==> src/hdl/dwicd_pkg.sv <==
/*
 * constants for the dual wiper command decoder: opcodes, field positions,
 * reset values and timing counts.
 * assumes a 40 MHz system clock.
 */
package dwicd_pkg;
    localparam int unsigned CLK_HZ        = 40_000_000;
    localparam int unsigned WIPER_W       = 6;
    localparam int unsigned TAPS          = 64;
    localparam int unsigned NUM_POTS      = 2;
    localparam int unsigned NUM_SETTINGS  = 4;
    // device type code; value is arbitrary
    localparam logic [3:0]  DEV_TYPE_CODE = 4'h9;
    // instruction byte field positions
    localparam int unsigned OPC_MSB       = 7;
    localparam int unsigned OPC_LSB       = 4;
    localparam int unsigned RSVD_BIT      = 3;
    localparam int unsigned POT_BIT       = 2;
    localparam int unsigned SEL_MSB       = 1;
    localparam int unsigned SEL_LSB       = 0;
    // opcodes
    localparam logic [3:0]  OPC_RD_WIPER  = 4'h9;
    localparam logic [3:0]  OPC_WR_WIPER  = 4'hA;
    localparam logic [3:0]  OPC_RD_SET    = 4'hB;
    localparam logic [3:0]  OPC_WR_SET    = 4'hC;
    localparam logic [3:0]  OPC_XFR_S2W   = 4'hD;
    localparam logic [3:0]  OPC_XFR_W2S   = 4'hE;
    localparam logic [3:0]  OPC_GXFR_S2W  = 4'h1;
    localparam logic [3:0]  OPC_GXFR_W2S  = 4'h8;
    localparam logic [3:0]  OPC_INCDEC    = 4'h2;
    // reset contents of the stored settings, and the wiper step limits
    localparam logic [5:0]  SETTING_RST   = 6'h20;
    localparam logic [5:0]  WIPER_MAX     = 6'h3F;
    localparam logic [5:0]  WIPER_MIN     = 6'h00;
    // timing
    localparam int unsigned NV_WRITE_MS   = 5;
    localparam int unsigned NV_WRITE_CYC  = (CLK_HZ / 1000) * NV_WRITE_MS;
    localparam int unsigned WRL_NS        = 100;
    localparam int unsigned WRL_CYC       = (WRL_NS * (CLK_HZ / 1_000_000) + 999) / 1000;

    typedef enum logic [2:0] {
        DWICD_IDLE, DWICD_ADDR, DWICD_INSTR, DWICD_DATA, DWICD_READ,
        DWICD_INCDEC, DWICD_WAIT_STOP
    } dwicd_state_e;
endpackage : dwicd_pkg

==> src/hdl/dwicd_core.sv <==
/*
 * i2c slave command decoder with wiper and stored setting registers for a
 * dual 64 tap potentiometer.
 * assumes scl and sda come from pins (synchronised here), sda drive is
 * open drain resolved outside, address pins are static straps.
 */
`timescale 1ns/100ps

// Contract
// upper address nibble must equal type code
// lower address nibble must match pins
// busy nv write withholds address acknowledge
// master polls address until acknowledged
// instruction: opcode, pot bit, setting bits
// setting bits pick one of four
// two wipers, one-hot 64 tap decode
// reset loads wipers from first setting
// four stored settings per pot
// setting change busy at most 5 ms
// read wiper returns third byte
// write wiper loads after response delay
// read/write setting by pot and select
// setting to wiper single transfer
// wiper to setting single transfer
// global setting to wiper transfer
// global wiper to setting transfer
// three-byte reads/writes, two-byte transfers
// sda high scl pulse steps up
// sda low scl pulse steps down
// master steps freely, ends with stop
// read setting opcode 1011
// write setting opcode 1100, nv write
// setting to wiper opcode 1101
// read wiper 1001, write wiper 1010
// reserved bit zero, unknown opcodes ignored
// steps saturate at tap 0 and 63
module dwicd_core
    import dwicd_pkg::*;
#(
    parameter int unsigned NV_CYCLES = NV_WRITE_CYC  // nv write busy length
) (
    input  wire logic                clk,         // system clock
    input  wire logic                sys_rst,     // sync reset, high
    input  wire logic                scl_in,      // i2c clock pin
    input  wire logic                sda_in,      // i2c data pin level
    output logic                     sda_out,     // sda drive value
    output logic                     sda_oe,      // sda drive enable
    input  wire logic [3:0]          pin_address_bits, // address straps
    output logic [TAPS-1:0]          tap0,        // pot 0 tap switches
    output logic [TAPS-1:0]          tap1,        // pot 1 tap switches
    output logic [WIPER_W-1:0]       wiper0,      // pot 0 wiper register
    output logic [WIPER_W-1:0]       wiper1,      // pot 1 wiper register
    output logic                     nv_busy      // nv write in progress
);
    import dwicd_pkg::*;

    // tap decode of a wiper value
    function automatic logic [TAPS-1:0] tap_decode(input logic [WIPER_W-1:0] w);
        logic [TAPS-1:0] t;
        t = '0;
        t[w] = 1'b1;
        return t;
    endfunction : tap_decode

    // saturating step
    function automatic logic [WIPER_W-1:0] step(input logic [WIPER_W-1:0] w,
                                               input logic up);
        logic [WIPER_W-1:0] r;
        r = w;
        if (up && w != WIPER_MAX) begin
            r = w + 6'h01;
        end else if (!up && w != WIPER_MIN) begin
            r = w - 6'h01;
        end
        return r;
    endfunction : step

    logic [2:0]            scl_s;
    logic [2:0]            sda_s;
    logic                  scl_rise;
    logic                  scl_fall;
    logic                  start_det;
    logic                  stop_det;
    dwicd_state_e          state;
    logic [7:0]            shreg;
    logic [3:0]            bitcnt;
    logic                  ack_phase;
    logic [7:0]            instr;
    logic                  rd_dir;
    logic [WIPER_W-1:0]    wiper_position_reg [NUM_POTS];
    logic [WIPER_W-1:0]    stored_setting_reg [NUM_POTS][NUM_SETTINGS];
    logic [WIPER_W-1:0]    wr_pending_val;
    logic [1:0]            wr_pending_pot;
    logic                  wr_pending;
    logic [7:0]            wrl_cnt;
    logic                  nv_arm;
    logic [31:0]           nv_cnt;
    logic                  step_valid;

    // two flops, then a third for edge finding
    always_ff @(posedge clk) begin
        if (sys_rst) begin
            scl_s <= 3'b111;
            sda_s <= 3'b111;
        end else begin
            scl_s <= {scl_s[1:0], scl_in};
            sda_s <= {sda_s[1:0], sda_in};
        end
    end

    // address straps pass two flops like any other pin
    logic [3:0]            addr_sync1;
    logic [3:0]            addr_sync2;
    always_ff @(posedge clk) begin
        if (sys_rst) begin
            addr_sync1 <= 4'h0;
            addr_sync2 <= 4'h0;
        end else begin
            addr_sync1 <= pin_address_bits;
            addr_sync2 <= addr_sync1;
        end
    end

    assign scl_rise  = scl_s[1] & ~scl_s[2];
    assign scl_fall  = ~scl_s[1] & scl_s[2];
    assign start_det = scl_s[1] & scl_s[2] & ~sda_s[1] & sda_s[2];
    assign stop_det  = scl_s[1] & scl_s[2] & sda_s[1] & ~sda_s[2];

    // decoded instruction fields
    logic [3:0] opc;
    logic       psel;
    logic [1:0] ssel;
    logic       rsvd_ok;
    assign opc     = instr[OPC_MSB:OPC_LSB];
    assign psel    = instr[POT_BIT];
    assign ssel    = instr[SEL_MSB:SEL_LSB];
    assign rsvd_ok = ~instr[RSVD_BIT];

    // protocol state machine and byte shifter
    always_ff @(posedge clk) begin
        if (sys_rst) begin
            state      <= DWICD_IDLE;
            shreg      <= 8'h00;
            bitcnt     <= 4'h0;
            ack_phase  <= 1'b0;
            instr      <= 8'h00;
            rd_dir     <= 1'b0;
            sda_out    <= 1'b1;
            sda_oe     <= 1'b0;
            step_valid <= 1'b0;
        end else begin
            step_valid <= 1'b0;
            if (start_det) begin
                state     <= DWICD_ADDR;
                bitcnt    <= 4'h0;
                ack_phase <= 1'b0;
                sda_oe    <= 1'b0;
            end else if (stop_det) begin
                state  <= DWICD_IDLE;
                sda_oe <= 1'b0;
            end else begin
                case (state)
                    DWICD_IDLE, DWICD_WAIT_STOP: begin
                        sda_oe <= 1'b0;
                    end
                    DWICD_ADDR, DWICD_INSTR, DWICD_DATA: begin
                        if (scl_rise && !ack_phase) begin
                            shreg  <= {shreg[6:0], sda_s[1]};
                            bitcnt <= bitcnt + 4'h1;
                        end
                        if (scl_fall && !ack_phase && bitcnt == 4'h8) begin
                            ack_phase <= 1'b1;
                            bitcnt    <= 4'h0;
                            sda_out   <= 1'b0;
                            if (state == DWICD_ADDR) begin
                                // address match, busy withholds ack
                                sda_oe <= (shreg[7:4] == DEV_TYPE_CODE) &&
                                          (shreg[3:0] == addr_sync2) && !nv_busy;
                                if (!((shreg[7:4] == DEV_TYPE_CODE) &&
                                      (shreg[3:0] == addr_sync2) && !nv_busy)) begin
                                    state <= DWICD_WAIT_STOP;
                                end
                            end else begin
                                sda_oe <= 1'b1;
                                if (state == DWICD_INSTR) begin
                                    instr <= shreg;
                                end
                            end
                        end else if (scl_fall && ack_phase) begin
                            ack_phase <= 1'b0;
                            sda_oe    <= 1'b0;
                            case (state)
                                DWICD_ADDR: begin
                                    state <= DWICD_INSTR;
                                end
                                DWICD_INSTR: begin
                                    // reads transmit a third byte
                                    if (instr[OPC_MSB:OPC_LSB] == OPC_RD_WIPER ||
                                        instr[OPC_MSB:OPC_LSB] == OPC_RD_SET) begin
                                        state  <= DWICD_READ;
                                        rd_dir <= 1'b1;
                                        // byte bit 7 is zero and goes out now, rest on falls
                                        shreg  <= {1'b0, ((instr[OPC_MSB:OPC_LSB] ==
                                            OPC_RD_WIPER) ? wiper_position_reg[instr[POT_BIT]]
                                            : stored_setting_reg[instr[POT_BIT]]
                                              [instr[SEL_MSB:SEL_LSB]]), 1'b0};
                                        bitcnt  <= 4'h1;
                                        sda_out <= 1'b0;
                                        sda_oe  <= 1'b1;
                                    end else if (instr[OPC_MSB:OPC_LSB] == OPC_INCDEC) begin
                                        state <= DWICD_INCDEC;
                                    end else begin
                                        state <= DWICD_DATA;
                                    end
                                end
                                default: begin
                                    state <= DWICD_WAIT_STOP;
                                end
                            endcase
                        end
                    end
                    DWICD_READ: begin
                        // shift out msb first, release for master ack
                        if (scl_fall) begin
                            if (bitcnt == 4'h8) begin
                                sda_oe <= 1'b0;
                                bitcnt <= 4'h9;
                            end else if (bitcnt == 4'h9) begin
                                state <= DWICD_WAIT_STOP;
                            end else begin
                                sda_out <= shreg[7];
                                sda_oe  <= ~shreg[7];
                                shreg   <= {shreg[6:0], 1'b0};
                                bitcnt  <= bitcnt + 4'h1;
                            end
                        end
                    end
                    DWICD_INCDEC: begin
                        // each scl high pulse is one step
                        if (scl_rise) begin
                            step_valid <= 1'b1;
                        end
                    end
                    default: begin
                        state <= DWICD_IDLE;
                    end
                endcase
            end
        end
    end

    // completed data byte
    logic data_done;
    assign data_done = (state == DWICD_DATA) && scl_fall && ack_phase;

    // transfer instructions complete on the ack of the instruction byte
    logic nv_arm_go;
    assign nv_arm_go = (state == DWICD_INSTR) && scl_fall && ack_phase;

    // wiper registers
    always_ff @(posedge clk) begin
        if (sys_rst) begin
            // wipers start from the first stored setting
            for (int p = 0; p < NUM_POTS; p++) begin
                wiper_position_reg[p] <= SETTING_RST;
            end
            wr_pending     <= 1'b0;
            wr_pending_val <= '0;
            wr_pending_pot <= 2'b00;
            wrl_cnt        <= 8'h00;
        end else begin
            if (data_done && opc == OPC_WR_WIPER && rsvd_ok) begin
                // write wiper after response delay
                wr_pending     <= 1'b1;
                wr_pending_val <= shreg[WIPER_W-1:0];
                wr_pending_pot <= {1'b0, psel};
                wrl_cnt        <= WRL_CYC[7:0];
            end else if (wr_pending) begin
                if (wrl_cnt <= 8'h01) begin
                    wr_pending <= 1'b0;
                    wiper_position_reg[wr_pending_pot[0]] <= wr_pending_val;
                end else begin
                    wrl_cnt <= wrl_cnt - 8'h01;
                end
            end
            if (state == DWICD_INCDEC && step_valid) begin
                // saturating step
                wiper_position_reg[psel] <= step(wiper_position_reg[psel], sda_s[2]);
            end
            if (nv_arm_go && rsvd_ok) begin
                if (opc == OPC_XFR_S2W) begin

                    wiper_position_reg[psel] <= stored_setting_reg[psel][ssel];
                end else if (opc == OPC_GXFR_S2W && !psel) begin

                    for (int p = 0; p < NUM_POTS; p++) begin
                        wiper_position_reg[p] <= stored_setting_reg[p][ssel];
                    end
                end
            end
        end
    end

    // stored settings and the nv write timer
    always_ff @(posedge clk) begin
        if (sys_rst) begin
            for (int p = 0; p < NUM_POTS; p++) begin
                for (int s = 0; s < NUM_SETTINGS; s++) begin
                    stored_setting_reg[p][s] <= SETTING_RST;
                end
            end
            nv_arm  <= 1'b0;
            nv_cnt  <= '0;
            nv_busy <= 1'b0;
        end else begin
            if (data_done && opc == OPC_WR_SET && rsvd_ok) begin
                stored_setting_reg[psel][ssel] <= shreg[WIPER_W-1:0];
                nv_arm <= 1'b1;
            end
            if (nv_arm_go && rsvd_ok && opc == OPC_XFR_W2S) begin
                stored_setting_reg[psel][ssel] <= wiper_position_reg[psel];
                nv_arm <= 1'b1;
            end
            if (nv_arm_go && rsvd_ok && opc == OPC_GXFR_W2S && !psel) begin
                for (int p = 0; p < NUM_POTS; p++) begin
                    stored_setting_reg[p][ssel] <= wiper_position_reg[p];
                end
                nv_arm <= 1'b1;
            end
            // busy starts at stop, lasts the write cycle
            if (stop_det && nv_arm) begin
                nv_arm  <= 1'b0;
                nv_busy <= 1'b1;
                nv_cnt  <= NV_CYCLES - 1;
            end else if (start_det && nv_arm) begin
                nv_arm <= 1'b0;
            end else if (nv_busy) begin
                if (nv_cnt == 0) begin
                    nv_busy <= 1'b0;
                end else begin
                    nv_cnt <= nv_cnt - 1;
                end
            end
        end
    end

    // registered outputs and tap decode
    always_ff @(posedge clk) begin
        if (sys_rst) begin
            wiper0 <= SETTING_RST;
            wiper1 <= SETTING_RST;
            tap0   <= tap_decode(SETTING_RST);
            tap1   <= tap_decode(SETTING_RST);
        end else begin
            wiper0 <= wiper_position_reg[0];
            wiper1 <= wiper_position_reg[1];
            tap0   <= tap_decode(wiper_position_reg[0]);
            tap1   <= tap_decode(wiper_position_reg[1]);
        end
    end
endmodule : dwicd_core

==> config.mk <==
export PLATFORM = sky130hd
export DESIGN_NAME = dwicd_core
export DESIGN_NICKNAME = d
export VERILOG_FILES = /design/src/hdl/dwicd_pkg.sv /design/src/hdl/dwicd_core.sv
export SDC_FILE = /design/constraint.sdc
export NUM_CORES = 1
export LEC_CHECK = 0
export BUFFER_PORTS_ARGS = -buffer_cell sky130_fd_sc_hd__buf_2
export CORE_UTILIZATION = 37
export DETAILED_ROUTE_END_ITERATION = 10
export PLACE_DENSITY = 0.57
export SLEW_MARGIN = 40
export SYNTH_ARGS = -nofsm -noshare
export SYNTH_HDL_FRONTEND = slang
export SYNTH_SLANG_ARGS = --single-unit
==> constraint.sdc <==
create_clock -name clk -period 4.3 [get_ports clk]
set_input_delay 0.215 -clock clk [delete_from_list [all_inputs] [get_ports clk]]
set_output_delay 0.215 -clock clk [all_outputs]
set_load 0.05 [all_outputs]
==> key figures, run 1 <==
Run status
  – Outcome: complete, no violations

Pwr
  – Leak pwr: about 5.6 nW
  – Worst VDD drop: 217 uV
  – Cell Pwr Density: slightly above 400 nW/um^2

STA
  – Worst-margin pin slew: 0.833 ns
  – Fmax: about 300 MHz
  – Fin Hold WS: ~0.2 ns
  – Relative slew slack: approximately 44%
  – Final critical-path required period: 3.35 ns
  – Final Hold Vio Count: 0
  – Setup violators final: 0
  – Setup TNS: 0 ns
  – Clock Skew: 0.0185 ns
  – Fin crit share: between 70% and 80%
  – Final Slew Violations: 0
  – RSZ-0062 raised after global routing: no

Critical path
  – Slowest-stage cell, CP: edfxtp_1
  – CP cell instances: mux2i_1, buf_4, inv_1, ha_1, and4_1, a2bb2oi_1, or4_1, and3_1, o31a_1, a221o_1
  – Crit path arrival time: roughly 3.6 ns
  – Crit start category: register
  – Slowest stage delay, CP: approximately 0.58 ns
  – CP required: roughly 4.6 ns
  – Kind of critical path: reg2reg
  – CP Capture Type: register
  – CP delay by family, top: simple AND/OR/NAND/NOR gates
  – CP max FO: 12
  – Worst R2R Setup Slack: 0.95 ns
  – Crit path buf inv count: 2

Floorplanning
  – Row count: between 60 and 70
  – Die area: between 30000 and 40000 sq um
  – Initial Util: a little under two fifths
  – CORE AREA: around 33000 sq um
  – I/O pin count: about 150
  – Width of the die: approximately 180 um
  – Die Height: 184 um

Detailed routing
  – First DRT Iteration DRCs: between 800 and 900
  – Via count: ~9900
  – DR pass1 iterations: 5
  – Post-route DRC violation count: 0
  – WL final: ~35 mm
  – Post-DRT Antenna Nets: 0
  – DR WL/cell: 18.4 um
  – Vias/cell: between 5 and 6

Cells and area
  – Layout cells sized above 1: between 10% and 20%
  – N_diodes: 0
  – Design area: between 10000 and 15000 sq um
  – Area grow syn2layout: 19.8%
  – Fin util: between 40% and 50%
  – # fillers: 3134
  – Nets: about 1400
  – Final Instance Count excl. Fillers: 1879

Clock network
  – Clock H-tree levels: 2
  – Latest clock arrival within the worst-skew pair: about 0.52 ns
  – TritonCTS buffer count: 34
  – Clock transition at path regs: roughly 0.06 ns
  – CTS tree: yes
  – Clock buffer depth: 3
  – Clk sink count: ~290
  – Root Buffer: clkbuf_16

Placement
  – DP HPWL: around 24 mm
  – PortBufs: 150
  – RePlAce Congestion: around 0.95
  – Post-DP Area: between 10000 and 15000 sq um
  – Post-Place Cells: approximately 1800

Logic synthesis
  – Synth warn: 0
  – Post-synth top flop: dfxtp_1
  – Largest family of logic cells by synthesized area: simple AND/OR/NAND/NOR gates
  – Mux share of post-synthesis cell area: slightly above 5%
  – Sequential share of the synthesized area: between 50% and 60%
  – Post-synth ARST share: 0%
  – Synth cell types: around 80
  – Post-synth EDFFs: 60
  – Post-synthesis register bit count: 292
  – Mean Syn Cell Area: 9.61 sq um
  – Compound-gate portion of the synthesized area: about 13%
  – Syn_nets: between 1000 and 1500
  – Adder-cell share of the synthesized area: under 10%
  – Post-Synth XOR/XNOR Area: under 10%
  – Cell Area, Synth: 12300 sq um
  – Simple logic cell fraction of the synthesized area: a little under a quarter
  – Post-Synthesis Cells: between 1000 and 1500

Global routing
  – Total gr overflow: 0
  – Vias in the first global route: about 9300
  – Largest net degree at the start of global routing: 53
  – All-layer global routing usage: between 20% and 30%
  – First-pass GRT wire length: approximately 54 mm
  – Initial antenna violation count: 0

Run
  – MaxCap Viol Count: 0

Worst hold path
  – Hold Crit Class: in2reg
cell usage after synthesis, types with 9 or more instances:
cell / count / share of area, %
dfxtp_1: 232 / 38
nor2_1: 220 / 6.7
nand2_1: 120 / 3.7
a21oi_1: 75 / 3.1
clkbuf_1: 63 / 1.9
edfxtp_1: 60 / 15
o21ai_0: 60 / 2.4
nor2b_1: 35 / 1.8
mux2i_1: 27 / 2.2
nand3_1: 24 / 0.98
o211ai_1: 24 / 1.5
xor2_1: 21 / 1.5
xnor2_1: 19 / 1.4
nor3_1: 18 / 0.73
inv_1: 17 / 0.52
nand3b_1: 17 / 1.0
or4_1: 17 / 1.0
mux4_2: 14 / 2.6
or2_2: 14 / 0.71
nor4_1: 11 / 0.56
a211oi_1: 10 / 0.61
a221oi_1: 10 / 0.71
ha_1: 10 / 1.0
or3_1: 10 / 0.51
nand2b_1: 9 / 0.46
worst register-to-register path: cells and delay by family, from the launching register on:
| family | cells | cell delay [ns] |
|---|---|---|
| muxes | 1 | 0.22 |
| buffers and inverters | 2 | 0.32 |
| DFF | 1 | 0.58 |
| and+or+nand+nor | 3 | 0.99 |
| AOI/OAI and AO/OA | 3 | 0.78 |
| adders and majority gates | 1 | 0.22 |
report_power, final:
group	total, mW	internal (mW)	switching, mW
Combinational	0.175	0.0474	0.127
Sequential	2.85	2.82	0.0293
Clock	3.07	1.91	1.16
Total	6.10	4.78	1.32
path summary, 6_finish.rpt:
kind                            cells past startpoint                     start                       end
worst max-delay path                               10  wiper_position_reg[0][1]  wiper_position_reg[0][3]
worst min-delay path                                2                   sys_rst         wr_pending_pot[0]
worst max register to register                     10  wiper_position_reg[0][1]  wiper_position_reg[0][3]
worst min register to register                      1                  sda_s[0]                  sda_s[1]
placed cells by master (no fill, tap or decap), drive strengths merged, types with 7 or more instances in the layout:
cell,n
nand3b,17
xor2,21
xnor2,19
nor3b,9
or3b,7
a221oi,11
nand3,24
nor2b,35
mux4,14
nand4,7
nor3,18
clkbuf,48
or2,14
or3,12
ha,10
a211oi,11
dfxtp,232
nand2,120
o21ai,60
o211ai,24
inv,18
nand2b,10
a21oi,75
nor2,220
or4,20
edfxtp,60
clkinv,9
buf,165
nor4,13
mux2i,27
logic make-up (layout without fill, tap and decap cells):
logic type	count (synthesis)	in the layout
simple gates	561	561
flops	292	292
compound gates	239	239
buf+inv	94	251
mux	44	44
xor+xnor	40	40
fa+ha+maj	10	10
per-layer routing:
metal  vias up  share of wire, %  track usage [%]
met5         -                 0                0
li1       4802                 -                -
met1      4608                45             27.4
met3        68               7.7             3.14
met2       449                45             32.6
met4         0               2.9             7.00
metrics by stage:
stage                     total power [mW]  setup WS (ns)
final                                 6.10          0.950
after global routing                  6.29          0.761
after CTS                             6.16          0.981
after detailed placement              3.08          0.993
after global placement                3.08           1.08
after floorplan                       3.02           1.02
layout make-up:
type	instances	area, sq um	area share (%)
clock buffer	48	1060	7.18
clock inverter	13	175	1.19
inverter	19	71.3	0.484
multi-input combinational	894	5510	37.4
sequential	292	6450	43.7
tap	442	553	3.75
timing repair buffer	171	923	6.27
what timing repair did:
item / CTS / global route
hold buffers: 6 / 0
buffers inserted: 0 / 0
hold endpoints to repair: 6 / 0
gates resized for setup: 0 / 0
setup endpoints to repair: 0 / 0
Power figures use the tool's default switching activity.
==> run 2, diff against run 1 <==
- PLACE_DENSITY: 0.57 -> 0.59
- clock period: 4.3 -> 2.85 ns (I/O delays scaled with it)
==> key figures, run 2 (synthesis results as in run 1) <==
Pwr
  – PnR Total Power: 8.88 mW (+46%)
  – Leak pwr: 5.84 nW (+4.2%)
  – Worst VDD drop: 434 uV (+100%)
  – Cell Pwr Density: 589 nW/um^2 (+42%)

Critical path
  – Worst R2R Setup Slack: 0.12 ns (-0.83 ns)
  – CP Capture Type: register
  – Crit start category: register
  – R2R Path End: wiper_position_reg[0][3]
  – Slowest-stage cell, CP: or4_4
  – CP required: 3.17 ns (-1.40 ns)
  – Worst Reg-to-Reg Cells: 9 (-1)
  – Slowest stage delay, CP: 0.43 ns (-0.15 ns)
  – CP max FO: 4 (-8)
  – CP cell instances: mux2i_4, inv_1, ha_4, and4b_1, a2bb2oi_2, or4_4, and3_4, o31a_1, a221o_1
  – Crit path arrival time: 3.04 ns (-0.58 ns)
  – Kind of critical path: reg2reg

Run status
  – Outcome: complete, no violations

STA
  – Fin crit share: 95.7% (+18 points)
  – Fin Hold WS: 0.0759 ns (-0.130 ns)
  – Setup violators final: 0 (unchanged)
  – Relative slew slack: 46.8% (+2.5 points)
  – Clock Skew: 0.0200 ns (+0.00153 ns)
  – Fmax: 367 MHz (+23%)
  – Worst-margin pin slew: 0.795 ns (-0.0373 ns)
  – Final critical-path required period: 2.73 ns (-0.624 ns)
  – Setup TNS: 0 ns (unchanged)
  – Final Slew Violations: 0 (unchanged)
  – Final Hold Vio Count: 0 (unchanged)
  – RSZ-0062 raised after global routing: no

Detailed routing
  – Vias/cell: 5.23 (-0.97%)
  – DR pass1 iterations: 7 (+2)
  – DR WL/cell: 17.4 um (-5.5%)
  – Post-DRT Antenna Nets: 0 (unchanged)
  – First DRT Iteration DRCs: 717 (-14%)
  – WL final: 33.5 mm (-3.0%)
  – Via count: 10100 (+1.7%)
  – Post-route DRC violation count: 0 (unchanged)

Cells and area
  – Nets: 1483 (+3.7%)
  – N_diodes: 0 (unchanged)
  – Final Instance Count excl. Fillers: 1930 (+2.7%)
  – Most frequent cells in the layout: dfxtp_1, nor2_1, buf_2, nand2_1, a21oi_1
  – Fin util: 46.2% (+1.0 points)
  – Commonest non-fill, non-tap cell in the layout: dfxtp_1
  – Area grow syn2layout: 22.5%
  – Layout cells sized above 1: 23.0% (+3.2 points)
  – # fillers: 3085 (-1.6%)

Worst hold path
  – Hold Crit Class: in2reg
  – Hold path depth: 3 (+1)
  – Hold EP: wr_pending_val[5]
  – HP Start: sys_rst

Floorplanning
  – Row count: 66 (unchanged)
  – CORE AREA: 32600 sq um (unchanged)
  – I/O pin count: 151 (unchanged)
  – Width of the die: 184 um (unchanged)
  – Die Height: 184 um (unchanged)
  – Initial Util: 37.7% (unchanged)
  – Die area: 34000 sq um (unchanged)

Clock network
  – Clock H-tree levels: 1 (-1)
  – CTS tree: yes
  – TritonCTS buffer count: 31 (-8.8%)
  – Clock transition at path regs: 0.06 ns (about the same)
  – Post-CTS Repair Setup Buffers: 0 (unchanged)
  – Clk sink count: 292 (unchanged)
  – Root Buffer: clkbuf_16
  – Clock buffer depth: 3 (unchanged)
  – Latest clock arrival within the worst-skew pair: 0.57 ns (+0.05 ns)

Placement
  – DP HPWL: 24.4 mm (+0.71%)
  – PortBufs: 150 (unchanged)
  – Post-Place Cells: 1868 (+3.1%)
  – RePlAce Congestion: 0.918 (-3.8%)

Global routing
  – Vias in the first global route: 9258 (-0.30%)
  – All-layer global routing usage: 19.3% (-0.92 points)
  – First-pass GRT wire length: 51.8 mm (-3.4%)
  – Total gr overflow: 0 (unchanged)
  – Largest net degree at the start of global routing: 55 (+3.8%)
  – Initial antenna violation count: 0 (unchanged)

Run
  – MaxCap Viol Count: 0 (unchanged)
run 2: per-layer routing:
layer  vias to the layer above  part of all wire, %  wire [um]  GRT usage, %
li1                       4905                    -          -             -
met2                       455                   44      14800          30.9
met4                         0                  3.1       1050          7.13
met5                         -                    0          0             0
met1                      4659                   45      15000          25.8
met3                        79                  8.0       2680          3.69
run 2: layout make-up:
type                            count  area [sq um]  share of cell area, %
Timing Repair Buffer              227          1360                   9.00
Clock inverter                     18           216                   1.44
Clock buffer                       38           895                   5.94
Multi-Input combinational cell    894          5520                   36.7
Tap cell                          442           553                   3.67
Inverter                           19          71.3                  0.473
Sequential cell                   292          6450                   42.8
run 2: report_power, final:
part,switching (mW),internal (mW)
logic,0.211,0.0883
registers,0.0250,4.26
clock network,1.70,2.60
total,1.94,6.94
run 2: timing repair:
| action | 4_1_cts | 5_1_grt |
|---|---|---|
| resized for setup | 0 | 1 |
| hold buffers | 6 | 0 |
| endpoints found under the hold margin | 6 | 0 |
| endpoints found under the setup margin | 0 | 1 |
run 2: how the worst max path moves through the flow:
stage	from	to	slack, ns	cells past startpoint
2_1_floorplan	register	wiper_position_reg[0][3]	-0.006	11
3_3_place_gp	wiper_position_reg[1][0]	wiper_position_reg[0][3]	0.12	9
3_5_place_dp	wiper_position_reg[1][0]	wiper_position_reg[0][3]	0.09	9
4_1_cts	wiper_position_reg[1][0]	wiper_position_reg[0][3]	0.07	9
5_1_grt	register	wiper_position_reg[0][3]	0.04	9
6_report	register	wiper_position_reg[0][3]	0.12	9
run 2: stage by stage:
| stage | worst slack, ns | cell area, sq um |
|---|---|---|
| 3_3_place_gp | 0.117 | 13900 |
| 6_report | 0.124 | 15100 |
| 4_1_cts | 0.0737 | 15100 |
| 5_1_grt | 0.0376 | 15100 |
| 3_5_place_dp | 0.0950 | 13900 |
| 2_1_floorplan | -0.00569 | 12400 |
run 2: worst max-delay path: cells and delay by family, from the launching register on:
family,cells,cell delay (ns)
simple gates,3,0.83
compound gates,3,0.70
flops,1,0.38
mux,1,0.27
fa+ha+maj,1,0.18
buf+inv,1,0.12
